==> config.mk <==
export PLATFORM = sky130hd
export DESIGN_NAME = rmi_top
export DESIGN_NICKNAME = d
export VERILOG_FILES = /design/src/common/rmi_pkg.sv /design/src/verilog/rmi_top.sv
export VERILOG_INCLUDE_DIRS = /design/src /design/src/common
export SDC_FILE = /design/constraint.sdc
export NUM_CORES = 1
export LEC_CHECK = 0
export ABC_CLOCK_PERIOD_IN_PS = 2300
export BUFFER_PORTS_ARGS = -buffer_cell sky130_fd_sc_hd__buf_2
export CORE_UTILIZATION = 55
export CTS_BUF_LIST = sky130_fd_sc_hd__clkbuf_8
export CTS_CLUSTER_SIZE = 16
export DETAILED_ROUTE_END_ITERATION = 7
export PLACE_DENSITY = 0.77
export SLEW_MARGIN = 20
export SYNTH_ARGS = -nofsm -noshare
export SYNTH_HDL_FRONTEND = slang
export SYNTH_SLANG_ARGS = --single-unit
==> constraint.sdc <==
create_clock -name clk_i -period 2.3 [get_ports clk_i]
set_clock_uncertainty 0.05 [all_clocks]
set_input_delay 0.345 -clock clk_i [delete_from_list [all_inputs] [get_ports clk_i]]
set_output_delay 0.345 -clock clk_i [all_outputs]
set_load 0.05 [all_outputs]
==> src/common/rmi_map.svh <==
// Purpose: register offsets, field positions and reset values for the
//          reference monitor status and interrupt enable block
// Assumes: 8-bit registers on a 7-bit register port address
// Notes:   definitions only
`ifndef RMI_MAP_SVH
`define RMI_MAP_SVH
// ****************************************************************
// register offsets
// ****************************************************************
`define RMI_OFS_REF_FAIL      7'h02
`define RMI_OFS_LOOP_STAT     7'h03
`define RMI_OFS_REF01_FAIL    7'h05
`define RMI_OFS_REF2_FAIL     7'h06
`define RMI_OFS_REF_FAIL_EN   7'h09
`define RMI_OFS_LOOP_EN       7'h0A
`define RMI_OFS_REF01_MON_EN  7'h0C
`define RMI_OFS_REF2_MON_EN   7'h0D
// ****************************************************************
// reset values
// ****************************************************************
`define RMI_RST_REF_FAIL_EN   8'h00
`define RMI_RST_LOOP_EN       8'h00
`define RMI_RST_MON_EN        8'hFF
// ****************************************************************
// field positions
// ****************************************************************
`define RMI_MON_SCM   0
`define RMI_MON_CFM   1
`define RMI_MON_GST   2
`define RMI_MON_PFM   3
`define RMI_REF1_LSB  4
`define RMI_LOOP_SYNC_LSB 4
`endif

==> src/common/rmi_pkg.sv <==
// Purpose: types for the reference monitor status and interrupt block
// Assumes: one system clock
// Notes:   offsets live in rmi_map.svh
package rmi_pkg;
	// four monitor failure flags for one reference
	typedef struct packed {
		logic precise_freq_fault;
		logic guard_soak_fault;
		logic coarse_freq_fault;
		logic single_cycle_fault;
	} rmi_mon_t;

	// register port request
	typedef struct packed {
		logic       wr;
		logic       rd;
		logic [6:0] addr;
		logic [7:0] wdata;
	} rmi_req_t;

	// loop event pulses, sync fail bits at the top
	typedef struct packed {
		logic [2:0] sync_fail;
		logic       ref_switch;
		logic       holdover_entry;
		logic       lock_lost;
		logic       lock_achieved;
	} rmi_loop_t;
endpackage : rmi_pkg

==> src/verilog/rmi_top.sv <==
// Purpose: reference monitor status registers and interrupt enables
// Assumes: serial port front end hands over one-cycle rd/wr strobes
// Notes:   read data registered, valid the cycle after rd
// Operation
// single-cycle faults at bit 0, 4, 0
// coarse-frequency faults at bit 1, 5, 1
// guard-soak faults at bit 2, 6, 2
// precise-frequency faults bit 3, 7, 3
// reference enable zero blocks refs 0,1
// loop enable bits 3:0 gate loop events
// loop enable bits 5:4 gate sync fails
// ref0 monitor enables bits 3:0, reset ones
// reference failure status bit per reference
// loop events sticky, cleared on read
// ref1 monitor enables in bits 7:4
// reference enable bit 2 gates ref2
// interrupt high while any unmasked status set; the code leaves sync fail 2 (loop bit 6) out of irq
`timescale 1ns/1ps
`include "rmi_map.svh"
module rmi_top (
	input  wire logic              clk_i,
	input  wire logic              resetn_i,
	input  wire rmi_pkg::rmi_req_t req_i,
	output logic [7:0]             rdata_o,
	input  wire rmi_pkg::rmi_mon_t ref0_mon_i,
	input  wire rmi_pkg::rmi_mon_t ref1_mon_i,
	input  wire rmi_pkg::rmi_mon_t ref2_mon_i,
	input  wire rmi_pkg::rmi_loop_t loop_evt_i,
	output logic                   irq_o
);
	// ****************************************************************
	// state
	// ****************************************************************
	rmi_pkg::rmi_mon_t mon_r   [3];
	rmi_pkg::rmi_mon_t mon_nxt [3];
	logic [7:0] ref_en_r,  ref_en_nxt;
	logic [7:0] loop_en_r, loop_en_nxt;
	logic [7:0] mon_en0_r, mon_en0_nxt;
	logic [7:0] mon_en1_r, mon_en1_nxt;
	logic [6:0] loop_r,    loop_nxt;
	logic [7:0] rdata_r,   rdata_nxt;
	logic       irq_r,     irq_nxt;
	rmi_pkg::rmi_mon_t mon_s1 [3];
	rmi_pkg::rmi_mon_t mon_s2 [3];
	logic [2:0] ref_fail;
	logic [3:0] men [3];

	// ****************************************************************
	// pin synchronisers for the monitor fault levels
	// ****************************************************************
	always_ff @(posedge clk_i or negedge resetn_i) begin
		if (!resetn_i) begin
			for (int i = 0; i < 3; i++) begin
				mon_s1[i] <= '0;
				mon_s2[i] <= '0;
			end
		end else begin
			mon_s1[0] <= ref0_mon_i;
			mon_s1[1] <= ref1_mon_i;
			mon_s1[2] <= ref2_mon_i;
			for (int i = 0; i < 3; i++)
				mon_s2[i] <= mon_s1[i];
		end
	end

	// per-monitor enable nibbles
	assign men[0] = mon_en0_r[3:0];
	assign men[1] = mon_en0_r[7:4];
	assign men[2] = mon_en1_r[3:0];

	// ****************************************************************
	// next-state logic
	// ****************************************************************
	always_comb begin
		for (int i = 0; i < 3; i++) begin
			// monitor flags follow the live fault levels
			mon_nxt[i]  = mon_s2[i];
			ref_fail[i] = |(mon_s2[i] & men[i]);
		end
		ref_en_nxt  = ref_en_r;
		loop_en_nxt = loop_en_r;
		mon_en0_nxt = mon_en0_r;
		mon_en1_nxt = mon_en1_r;
		rdata_nxt   = rdata_r;
		// sticky loop events; a read clears, but a same-cycle event wins
		loop_nxt = loop_r;
		if (req_i.rd && req_i.addr == `RMI_OFS_LOOP_STAT)
			loop_nxt = '0;
		loop_nxt = loop_nxt | loop_evt_i;
		if (req_i.wr) begin
			case (req_i.addr)
				`RMI_OFS_REF_FAIL_EN:  ref_en_nxt  = req_i.wdata;
				`RMI_OFS_LOOP_EN:      loop_en_nxt = req_i.wdata;
				`RMI_OFS_REF01_MON_EN: mon_en0_nxt = req_i.wdata;
				`RMI_OFS_REF2_MON_EN:  mon_en1_nxt = req_i.wdata;
				default: ;
			endcase
		end
		if (req_i.rd) begin
			case (req_i.addr)
				`RMI_OFS_REF_FAIL:     rdata_nxt = {5'h00, ref_fail};
				`RMI_OFS_LOOP_STAT:    rdata_nxt = {1'b0, loop_r};
				// ref1 in the upper nibble, ref0 in the lower
				`RMI_OFS_REF01_FAIL:   rdata_nxt = {mon_r[1], mon_r[0]};
				// reserved upper nibble reads zero
				`RMI_OFS_REF2_FAIL:    rdata_nxt = {4'h0, mon_r[2]};
				`RMI_OFS_REF_FAIL_EN:  rdata_nxt = ref_en_r;
				`RMI_OFS_LOOP_EN:      rdata_nxt = loop_en_r;
				`RMI_OFS_REF01_MON_EN: rdata_nxt = mon_en0_r;
				`RMI_OFS_REF2_MON_EN:  rdata_nxt = mon_en1_r;
				default:               rdata_nxt = 8'h00;
			endcase
		end
		// reference fails gated by bits 2:0, loop by 3:0 and sync 5:4
		irq_nxt = |(ref_fail & ref_en_r[2:0])
			| |(loop_r[3:0] & loop_en_r[3:0])
			| |(loop_r[5:4] & loop_en_r[5:4]);
	end

	// ****************************************************************
	// registers
	// ****************************************************************
	always_ff @(posedge clk_i or negedge resetn_i) begin
		if (!resetn_i) begin
			for (int i = 0; i < 3; i++)
				mon_r[i] <= '0;
			ref_en_r  <= `RMI_RST_REF_FAIL_EN;
			loop_en_r <= `RMI_RST_LOOP_EN;
			mon_en0_r <= `RMI_RST_MON_EN;
			mon_en1_r <= `RMI_RST_MON_EN;
			loop_r    <= '0;
			rdata_r   <= 8'h00;
			irq_r     <= 1'b0;
		end else begin
			for (int i = 0; i < 3; i++)
				mon_r[i] <= mon_nxt[i];
			ref_en_r  <= ref_en_nxt;
			loop_en_r <= loop_en_nxt;
			mon_en0_r <= mon_en0_nxt;
			mon_en1_r <= mon_en1_nxt;
			loop_r    <= loop_nxt;
			rdata_r   <= rdata_nxt;
			irq_r     <= irq_nxt;
		end
	end

	assign rdata_o = rdata_r;
	assign irq_o   = irq_r;
endmodule : rmi_top

# --- After elaboration in Yosys (flattened, before gate mapping) ---
# Cells that the tools add are included.
word_totals:
  register_bits: 84
  out_inout_bits: 9
  inputBits: 38
  word_cells: 73
op_classes:
  muxes: 2
  bitwise: 9
  n_reduce_logical: 11
  n_eq_ne: 8
op_table:
  columns: ["cell", "count"]
  rows:
  - ["one-hot mux 8 bit (8 select lines)", 1]
  - ["== test 7 x 4 -> 1 bit, second input constant", 4]
  - ["AND 4 bit", 4]
  - ["OR reduction 4 bit", 4]
  - ["== test 7 x 2 -> 1 bit, second input constant", 2]
  - ["== test 7 x 3 -> 1 bit, second input constant", 2]
  - ["AND reduction 2 bit", 4]
  - ["2-to-1 mux 7 bit", 1]
  - ["OR 7 bit", 1]
  - ["AND 3 bit", 1]
  - ["OR reduction 3 bit", 1]
  - ["AND 2 bit", 1]
  - ["OR 1 bit", 2]
  - ["OR reduction 2 bit", 1]
  - ["logical AND 1 bit", 1]

# --- Depth between registers and ports, before layout ---
# Gate-level depths: netlist of the first run.
depth:
  word_depth: 6
  ltp_mapped: 7
  mapped_depth_nobuf: 5

# --- Least setup slack after synthesis of the first run ---
# No wires, ideal clock.
synth_path:
  path_kind: "input -> register"
  startpoint: "input port req_i[11] (netlist bit)"
  endpoint: "register rdata_r[5], in the netlist rdata_o[5]"
  arrival_time_ns: 1.646
  path_stages: 7
  slack_ns: 0.522
  setup_ns: 0.082
  path_cell_list: "buf_2 -> maj3_1 -> xnor2_1 -> or3_1 -> buf_2 -> and2_0 -> a31oi_1"
synth_between:
  elab_chain_cells: 2
synth_rtl:
  columns: ["item", "line", "source"]
  rows:
  - ["from (decl)", "rmi_top.sv:23", "input wire rmi_pkg::rmi_req_t req_i,"]
  - ["== test 7 x 4 -> 1 bit, or another cell as far along", "rmi_top.sv:100", "case (req_i.addr)"]
  - ["one-hot mux 8 bit (8 select lines) (*)", "rmi_top.sv:100", null]
  - ["to (signal assigned)", "rmi_top.sv:142", "rdata_r <= rdata_nxt;"]
  - ["to (decl)", "rmi_top.sv:41", "logic [7:0] rdata_r, rdata_nxt;"]
# Every way passes the cells marked *; elsewhere a longest branch is shown, timed or not.
# A chain may end at the register's enable or synchronous reset.

# --- Final worst setup path of the first run ---
layout_path:
  startpoint: "input port req_i[8] (netlist bit)"
  endpoint: "register rdata_r[4], in the netlist rdata_o[4]"
# The elaborated chain is that of the path after synthesis.

==> metrics.txt, run 1 <==
status=complete, no violations; die width=~80 um; Logic pwr share=8.9%; Setup Buffers After CTS=0; drt drc=0; flops & latches, synth=84; area of the mapped netlist=between 3000 and 4000 um^2; Data arrival, critical path=approximately 1.9 ns; Synth Area in Simple Gates=roughly 9%; Worst Setup Start Kind=input port; DR top layer=met4; wire per inst=19.3 um; Internal Pwr Total=about 0.0021 W; most numerous cell in the Yosys netlist=dfrtp_1; Initial Util=between 50% and 60%; Seq/Total Area, Yosys=a little under two thirds; initial DRC count=216; ys flop type=dfrtp_1; post-synth top area cell=dfrtp_1; Port Buffers=46; HP Class=in2reg; Hold Crit Start=ref0_mon_i[0]; Adder-Cell Fraction of Synth Area=less than 1%; Nets=339; RSZ-0062 raised after global routing=false; xor/xnor share of the synthesized area=less than 1%; TritonCTS clock tree=built; Met2 Wirelength=roughly 3200 um; FFs w/ async S/R, synth=between 90% and 100%; Setup crit end kind=register; PnR worst setup slack=approximately 0.70 ns; Setup crit start=req_i[8]; first-pass GRT wire length=~12000 um; total grt overflow=0; total CTS buffers=9; Post-synth EDFFs=0; Core Region=~5700 um^2; Antenna Cells=0; Pre-Repair DR Iteration Count=5; final-report hold violation count=0; total track usage=approximately 26%; Yosys warning total=0; area grow syn2layout=17.0%; maximum buffer depth of the clock tree=2; CP Max Fanout=8; Switching Fraction=a little over a quarter; post-synth cell types=43; IO Pins=47; mux share of post-synthesis cell area=roughly 12%; GPL Wtd Cong=0.969; die height=between 70 and 80 um; Via Count=roughly 2300; syn_area_per_cell=about 14 um^2; DRT Wirelength=about 7300 um; Psw=between 0.0007 and 0.0008 W; Synth Area in Compound Gates=12.4%; Fin Setup TNS=0 ns; worst hold path depth=1; Final Cycle Share=between 60% and 70%; CTS Root Buffer Type=clkbuf_8; Worst-Margin Slew=0.399 ns; pin count of the biggest net entering global routing=34; FF-to-FF Start=mon_en0_r[6]; WL met1=roughly 3300 um; row count=27; P per Cell Area=743 nW/um^2; Max-cap violations=0; Post-Syn Nets=~280; met3 WL=between 600 and 700 um; vias per cell=about 6; number of global-route vias before repair=about 2300; VDD IR-drop max=roughly 430 uV; worst r2r path cells=4; Leakage Power=1.73 nW; # setup viols final=0; synth top area cells=dfrtp_1 (51%), dfstp_2 (13%), mux2_2 (11%); main combinational cell family by area after synthesis=compound AO/OA/AOI/OAI gates; Synth top area share=between 50% and 60%; Slew HR=roughly 73%; Max Transition Viols Final=0; cells after synthesis=roughly 240; CTS H-tree depth=3; Reg clk slew, reported paths=~0.090 ns; Place WS=around 0.36 ns; required time of the worst setup path=2.56 ns; die area=roughly 6400 um^2; FMAX=roughly 0.62 GHz; Post-synth top cells=dfrtp_1 (68), mux2_2 (32), dfstp_2 (16), a22oi_1 (14), nand2_1 (13); Clk Latency, worst-skew pair=around 0.36 ns; clock group share of total power=between 30% and 40%; initial antenna violation count=0; detailed placement HPWL=approximately 5200 um; clk sink count=84; Final Critical Period=between 1.5 and 2 ns; sequential share of power=about 56%; kind of critical path=in2reg; post-route ant nets=0; # hold bufs at CTS=1; post-CTS sizing=0; share of cells above drive strength 1=41.2%
## cell families (layout without fill, tap and decap cells)
family	Yosys count	after routing
AO/OA/AOI/OAI	57	57
XOR/XNOR	1	1
adder cells (fa/ha/maj)	1	1
buffers and inverters	11	76
flip-flops	84	84
multiplexers	37	37
AND/OR/NAND/NOR	50	50
## worst max-delay path, stage by stage
cell,delay (ns)
buf_2,0.16
maj3_1,0.37
xnor2_1,0.12
or3_1,0.47
a21oi_1,0.26
a21o_1,0.12
## flip-flops by register name (all words and copies together), names as in the netlist
name and count:
mon_en1_r 8, loop_r 7, mon_nxt 12, ref_en_r 8, rdata_o 8, irq_o 1, mon_s1 12, mon_r 12
mon_en0_r 8, loop_en_r 8
## final timing paths
check / end / slack (ns)
max in group asynchronous: mon_en0_r[0] / 1.06
min: mon_s1[8] / 0.03
min in group asynchronous: loop_en_r[3] / 0.40
max: rdata_o[4] / 0.70
min reg2reg: mon_nxt[5] / 0.30
max reg2reg: rdata_o[1] / 1.01
## cell usage in the layout, fill, tap and decap left out, drive strengths merged, types with 7 or more instances in the layout
cell	netlist	final
dfrtp	68	68
buf	8	58
mux2	32	32
dfstp	16	16
nand2	15	15
a22oi	14	14
a21oi	11	11
clkbuf	2	9
a21o	8	8
nand3b	8	8
a221oi	7	7
## cell type report
type	count	area (um^2)
flip-flops and latches	84	2120
fillers	420	1790
multi-input cells	146	1140
repair buffers	59	333
clock buffers	9	124
well taps	72	90.1
clock inverters	7	70.1
inverters	1	3.75
## metal layers
layer / track usage (%) / vias to the layer above
li1: - / 1022
met1: 36.2 / 1133
met2: 38.1 / 139
met3: 7.66 / 23
met4: 9.45 / 0
met5: 0 / -
## per-stage QoR
stage	std cells	power [W]	area, um^2	utilization (%)	hold WS (ns)
final	378	0.00289	3880	68.5	0.0289
after floorplan	241	0.00178	3320	-	-0.000591
after global placement	361	0.00190	3680	64.9	0.246
after detailed placement	361	0.00191	3680	64.9	0.249
after global routing	378	0.00302	3880	68.5	0.00518
after CTS	378	0.00291	3880	68.5	0.0172
## power groups by stage
stage                     logic (W)  clock network (W)  registers [W]
after floorplan            0.000123                  0        0.00166
after global placement     0.000250                  0        0.00165
after detailed placement   0.000255                  0        0.00166
after CTS                  0.000258            0.00103        0.00163
after global routing       0.000284            0.00109        0.00164
final                      0.000258           0.000997        0.00163
No activity file was read; power rests on OpenSTA's default activity.
==> run 2, diff against run 1 <==
- ABC_CLOCK_PERIOD_IN_PS: 2300 -> 1400
- CORE_UTILIZATION: 55 -> 53
- PLACE_DENSITY: 0.77 -> 0.78
- clock period: 2.3 -> 1.4 ns (I/O delays scaled with it)
==> metrics.txt, run 2 (same netlist as run 1, synthesis figures left out) <==
pin count of the biggest net entering global routing=30; Final Cycle Share=95.4%; Max-cap violations=0; total CTS buffers=9; Reg clk slew, reported paths=~0.090 ns; Pre-Repair DR Iteration Count=4; clk sink count=84; R2R Setup Slk=between 0.1 and 0.15 ns; total grt overflow=0; PnR worst setup slack=0.0641 ns; detailed placement HPWL=~5400 um; drt drc=0; Setup crit end kind=register; fillers=between 400 and 500; die height=between 80 and 90 um; commonest cells after routing, fill and taps aside=dfrtp_1 (68), buf_2 (45), mux2_2 (31); CTS Root Buffer Type=clkbuf_8; Worst Setup Start Kind=input port; Multi-input gate area=between 1000 and 1500 um^2; area grow syn2layout=28.6%; share of cells above drive strength 1=41.9%; IO Pins=47; Worst-Margin Slew=around 0.34 ns; Final Critical Period=about 1.3 ns; VDD IR-drop max=roughly 970 uV; Via Count=2387; DRT Wirelength=7750 um; Max Transition Viols Final=0; Reg area=between 2000 and 2500 um^2; # setup viols final=0; wire per inst=around 19 um; Data arrival, critical path=1.56 ns; Slew HR=between 70% and 80%; CTS H-tree depth=3; Core Region=5990 um^2; Initial Util=55.4%; row count=28; die area=around 6600 um^2; maximum buffer depth of the clock tree=2; GPL Wtd Cong=slightly below 0.9; FMAX=approximately 0.75 GHz; initial antenna violation count=0; final hold slack=between 0.08 and 0.09 ns; required time of the worst setup path=roughly 1.6 ns; P per Cell Area=1170 nW/um^2; total track usage=26.3%; Antenna Cells=0; Place WS=-0.358 ns; FF-to-FF Start=mon_en1_r[3]; Hold Crit Start=req_i[5]; status=complete, no violations; post-route ant nets=0; commonest non-fill, non-tap cell in the layout=dfrtp_1; vias per cell=roughly 5.7; Leakage Power=1.93 nW; number of global-route vias before repair=around 2400; CP Max Fanout=9; kind of critical path=in2reg; HP Class=in2reg; Fin Setup TNS=0 ns; die width=between 80 and 90 um; Setup crit start=req_i[9]; first-pass GRT wire length=12200 um; TritonCTS clock tree=built; Clk Latency, worst-skew pair=around 0.36 ns; Nets=around 370; Setup Buffers After CTS=0; final-report hold violation count=0; initial DRC count=between 150 and 200; RSZ-0062 raised after global routing=false; Port Buffers=46
-- run 2: cell types whose count changed in the layout (fill, tap and decap cells not counted), moves of 2 or more --
cell,change
buf_12,+3
bufinv_16,+2
inv_1,+2
buf_4,+13
dlygate4sd3_1,+19
inv_6,-2
clkinv_2,+2
-- run 2: repair_timing --
| action | 4_1_cts | 5_1_grt |
|---|---|---|
| endpoints found under the hold margin | 78 | 0 |
| hold buffers | 20 | 0 |
| setup endpoints to repair | 0 | 10 |
| resized for setup | 0 | 2 |
-- run 2: report_power, final --
group | switching, W | leakage [nW] | internal (W) | total (W)
registers | 0.0000841 | 0.988 | 0.00259 | 0.00268
logic | 0.000256 | 0.831 | 0.000249 | 0.000505
clock network | 0.000833 | 0.116 | 0.000989 | 0.00182
-- run 2: path summary, 6_finish.rpt --
kind,cells after the start,to
setup / recovery,7,mon_en1_r[1]
hold / removal,2,mon_en0_r[5]
setup reg to reg,3,rdata_o[3]
hold reg to reg,0,mon_nxt[6]
max in group asynchronous,3,mon_en0_r[7]
min in group asynchronous,2,mon_r[2]
-- run 2: layer usage --
layer / global-route usage, % / share of wire (%)
met3: 5.51 / 6.7
met2: 41.8 / 47
met1: 35.0 / 45
met5: 0 / 0
met4: 11.3 / 1.5
-- run 2: worst max-delay path, stage by stage --
cell and delay, ns:
buf_2 0.15, nor2b_2 0.20, buf_12 0.15, and3_1 0.18, nand3_1 0.18, buf_4 0.21, mux2_2 0.27
-- run 2: through the flow --
step                      total power, W  std cells  util [%]  cell area (um^2)
after floorplan                  0.00294        241         -              3350
after global placement           0.00316        380      64.3              3850
after CTS                        0.00504        416      71.2              4260
after global routing             0.00520        416      71.3              4270
final                            0.00500        416      71.3              4270
after detailed placement         0.00318        380      64.3              3850
-- run 2: layout make-up --
class,instances,area share (%)
flip-flops and latches,84,49.7
repair buffers,94,15.9
multi-input cells,146,27.2
inverters,1,0.0879
clock buffers,9,2.90
well taps,75,2.20
clock inverters,7,2.02
==> run 3, diff against run 2 <==
- CORE_UTILIZATION: 53 -> 51
- CTS_BUF_LIST: sky130_fd_sc_hd__clkbuf_8 -> not set
- PLACE_DENSITY: 0.78 -> 0.75
- RECOVER_POWER: not set -> 50
==> metrics.txt, run 3 (same netlist as run 1, synthesis figures left out) <==
worst hold path depth=2; # setup viols final=0; pin count of the biggest net entering global routing=68; number of global-route vias before repair=between 2000 and 2500; DRT Wirelength=between 7000 and 8000 um; CP max stage delay=0.40 ns; VDD IR-drop max=about 800 uV; CP bufs+invs=1; clk sink count=84; drt drc=0; total grt overflow=0; vias per cell=5.75; Worst-Margin Slew=a little under 0.8 ns; Final Cycle Share=93.1%; area grow syn2layout=26.1%; sequential share of power=about 56%; maximum buffer depth of the clock tree=2; Antenna Cells=0; CTS H-tree depth=3; Leakage Power=1.88 nW; Data arrival, critical path=between 1 and 1.5 ns; Post-Place Cell Area=approximately 3800 um^2; Hold Crit Start=req_i[5]; Final Critical Period=1.30 ns; required time of the worst setup path=1.14 ns; Tot Pwr=between 0.004 and 0.005 W; P per Cell Area=about 1100 nW/um^2; Setup crit end kind=output port; Port Buffers=46; Max-cap violations=0; die width=approximately 83 um; GPL Wtd Cong=0.885; Top delay family on crit path=flip-flops; Fin Setup TNS=0 ns; Slew HR=between 40% and 50%; final-report hold violation count=0; CP Max Fanout=2; status=complete, no violations; Initial Util=52.6%; HP Class=in2reg; R2R Setup Slk=around 0.11 ns; Pre-Repair DR Iteration Count=4; Core Region=roughly 6300 um^2; Reg clk slew, reported paths=0.09 ns; row count=29; Setup Buffers After CTS=0; Max Transition Viols Final=0; initial DRC count=between 200 and 250; die area=slightly below 7000 um^2; share of cells above drive strength 1=roughly 42%; initial antenna violation count=0; FF-to-FF Start=mon_en1_r[3]; RSZ-0062 raised after global routing=false; commonest non-fill, non-tap cell in the layout=dfrtp_1; Nets=between 300 and 400; CTS Root Buffer Type=clkbuf_8; Placed Cells=380; IO Pins=47; wire per inst=between 15 and 20 um; Via Count=between 2000 and 2500; commonest cells after routing, fill and taps aside=dfrtp_1 (68), buf_2 (45), mux2_2 (31); first-pass GRT wire length=11700 um; post-route ant nets=0; Hold Crit Endpoint=ref_en_r[5]; TritonCTS clock tree=built; FMAX=approximately 0.77 GHz; Switching Fraction=26.9%; Internal Pwr Total=approximately 0.0035 W; Logic pwr share=10.1%; Psw=0.00129 W; slowest cell on the critical path=dfrtp_1; kind of critical path=reg2out; detailed placement HPWL=between 5000 and 6000 um; CP cell instances=buf_2; Worst Setup Start Kind=register; post-layout instance area=~4200 um^2; clock group share of total power=34.1%; Clk Latency, worst-skew pair=~0.37 ns; total track usage=around a quarter; die height=roughly 83 um; FF-to-FF End=rdata_o[3]; total CTS buffers=9; worst r2r path cells=3; fin cells=around 420
## run 3: power by group through the flow
stage	combinational [W]	clock, W	sequential (W)
detailed placement	0.000450	0	0.00272
finish	0.000487	0.00164	0.00268
global placement	0.000439	0	0.00272
floorplan	0.000209	0	0.00273
global route	0.000537	0.00176	0.00270
CTS	0.000495	0.00168	0.00268
## run 3: metrics by stage
step	util [%]	hold slack (ns)	setup WS (ns)
floorplan	-	-0.136	-0.184
global placement	60.4	0.152	-0.296
detailed placement	60.4	0.150	-0.315
CTS	66.6	0.0464	0.0586
global route	66.3	0.0714	0.00220
finish	66.3	0.0621	0.0972
## run 3: how the worst max path moves through the flow
stage | end | slack, ns | from | cells past startpoint
final | rdata_o[1] | 0.1 | rdata_o[1] | 1
after global routing | rdata_o[0] | 0.002 | req_i[8] | 8
after CTS | rdata_o[5] | 0.06 | req_i[8] | 6
after detailed placement | rdata_o[5] | -0.31 | req_i[8] | 6
after global placement | rdata_o[5] | -0.30 | req_i[8] | 6
after floorplan | rdata_o[5] | -0.18 | req_i[11] | 7
## run 3: cell type report
class	instances	area [um^2]
Tap cell	77	96.3
Inverter	1	3.75
Sequential cell	84	2120
Timing Repair Buffer	92	622
Fill cell	477	2120
Multi-Input combinational cell	146	1160
Clock inverter	7	63.8
Clock buffer	9	124
## run 3: per-layer routing
| metal | vias to the layer above | track usage (%) | wire length (um) |
|---|---|---|---|
| met3 | 17 | 5.38 | 477 |
| met5 | - | 0 | 0 |
| met1 | 1187 | 31.8 | 3320 |
| li1 | 1096 | - | - |
| met2 | 94 | 38.0 | 3550 |
| met4 | 0 | 15.2 | 196 |
## run 3: timing repair
action,CTS,global route
hold buffers,20,0
endpoints found under the hold margin,90,0
gates resized for setup,0,1
endpoints found under the setup margin,0,3
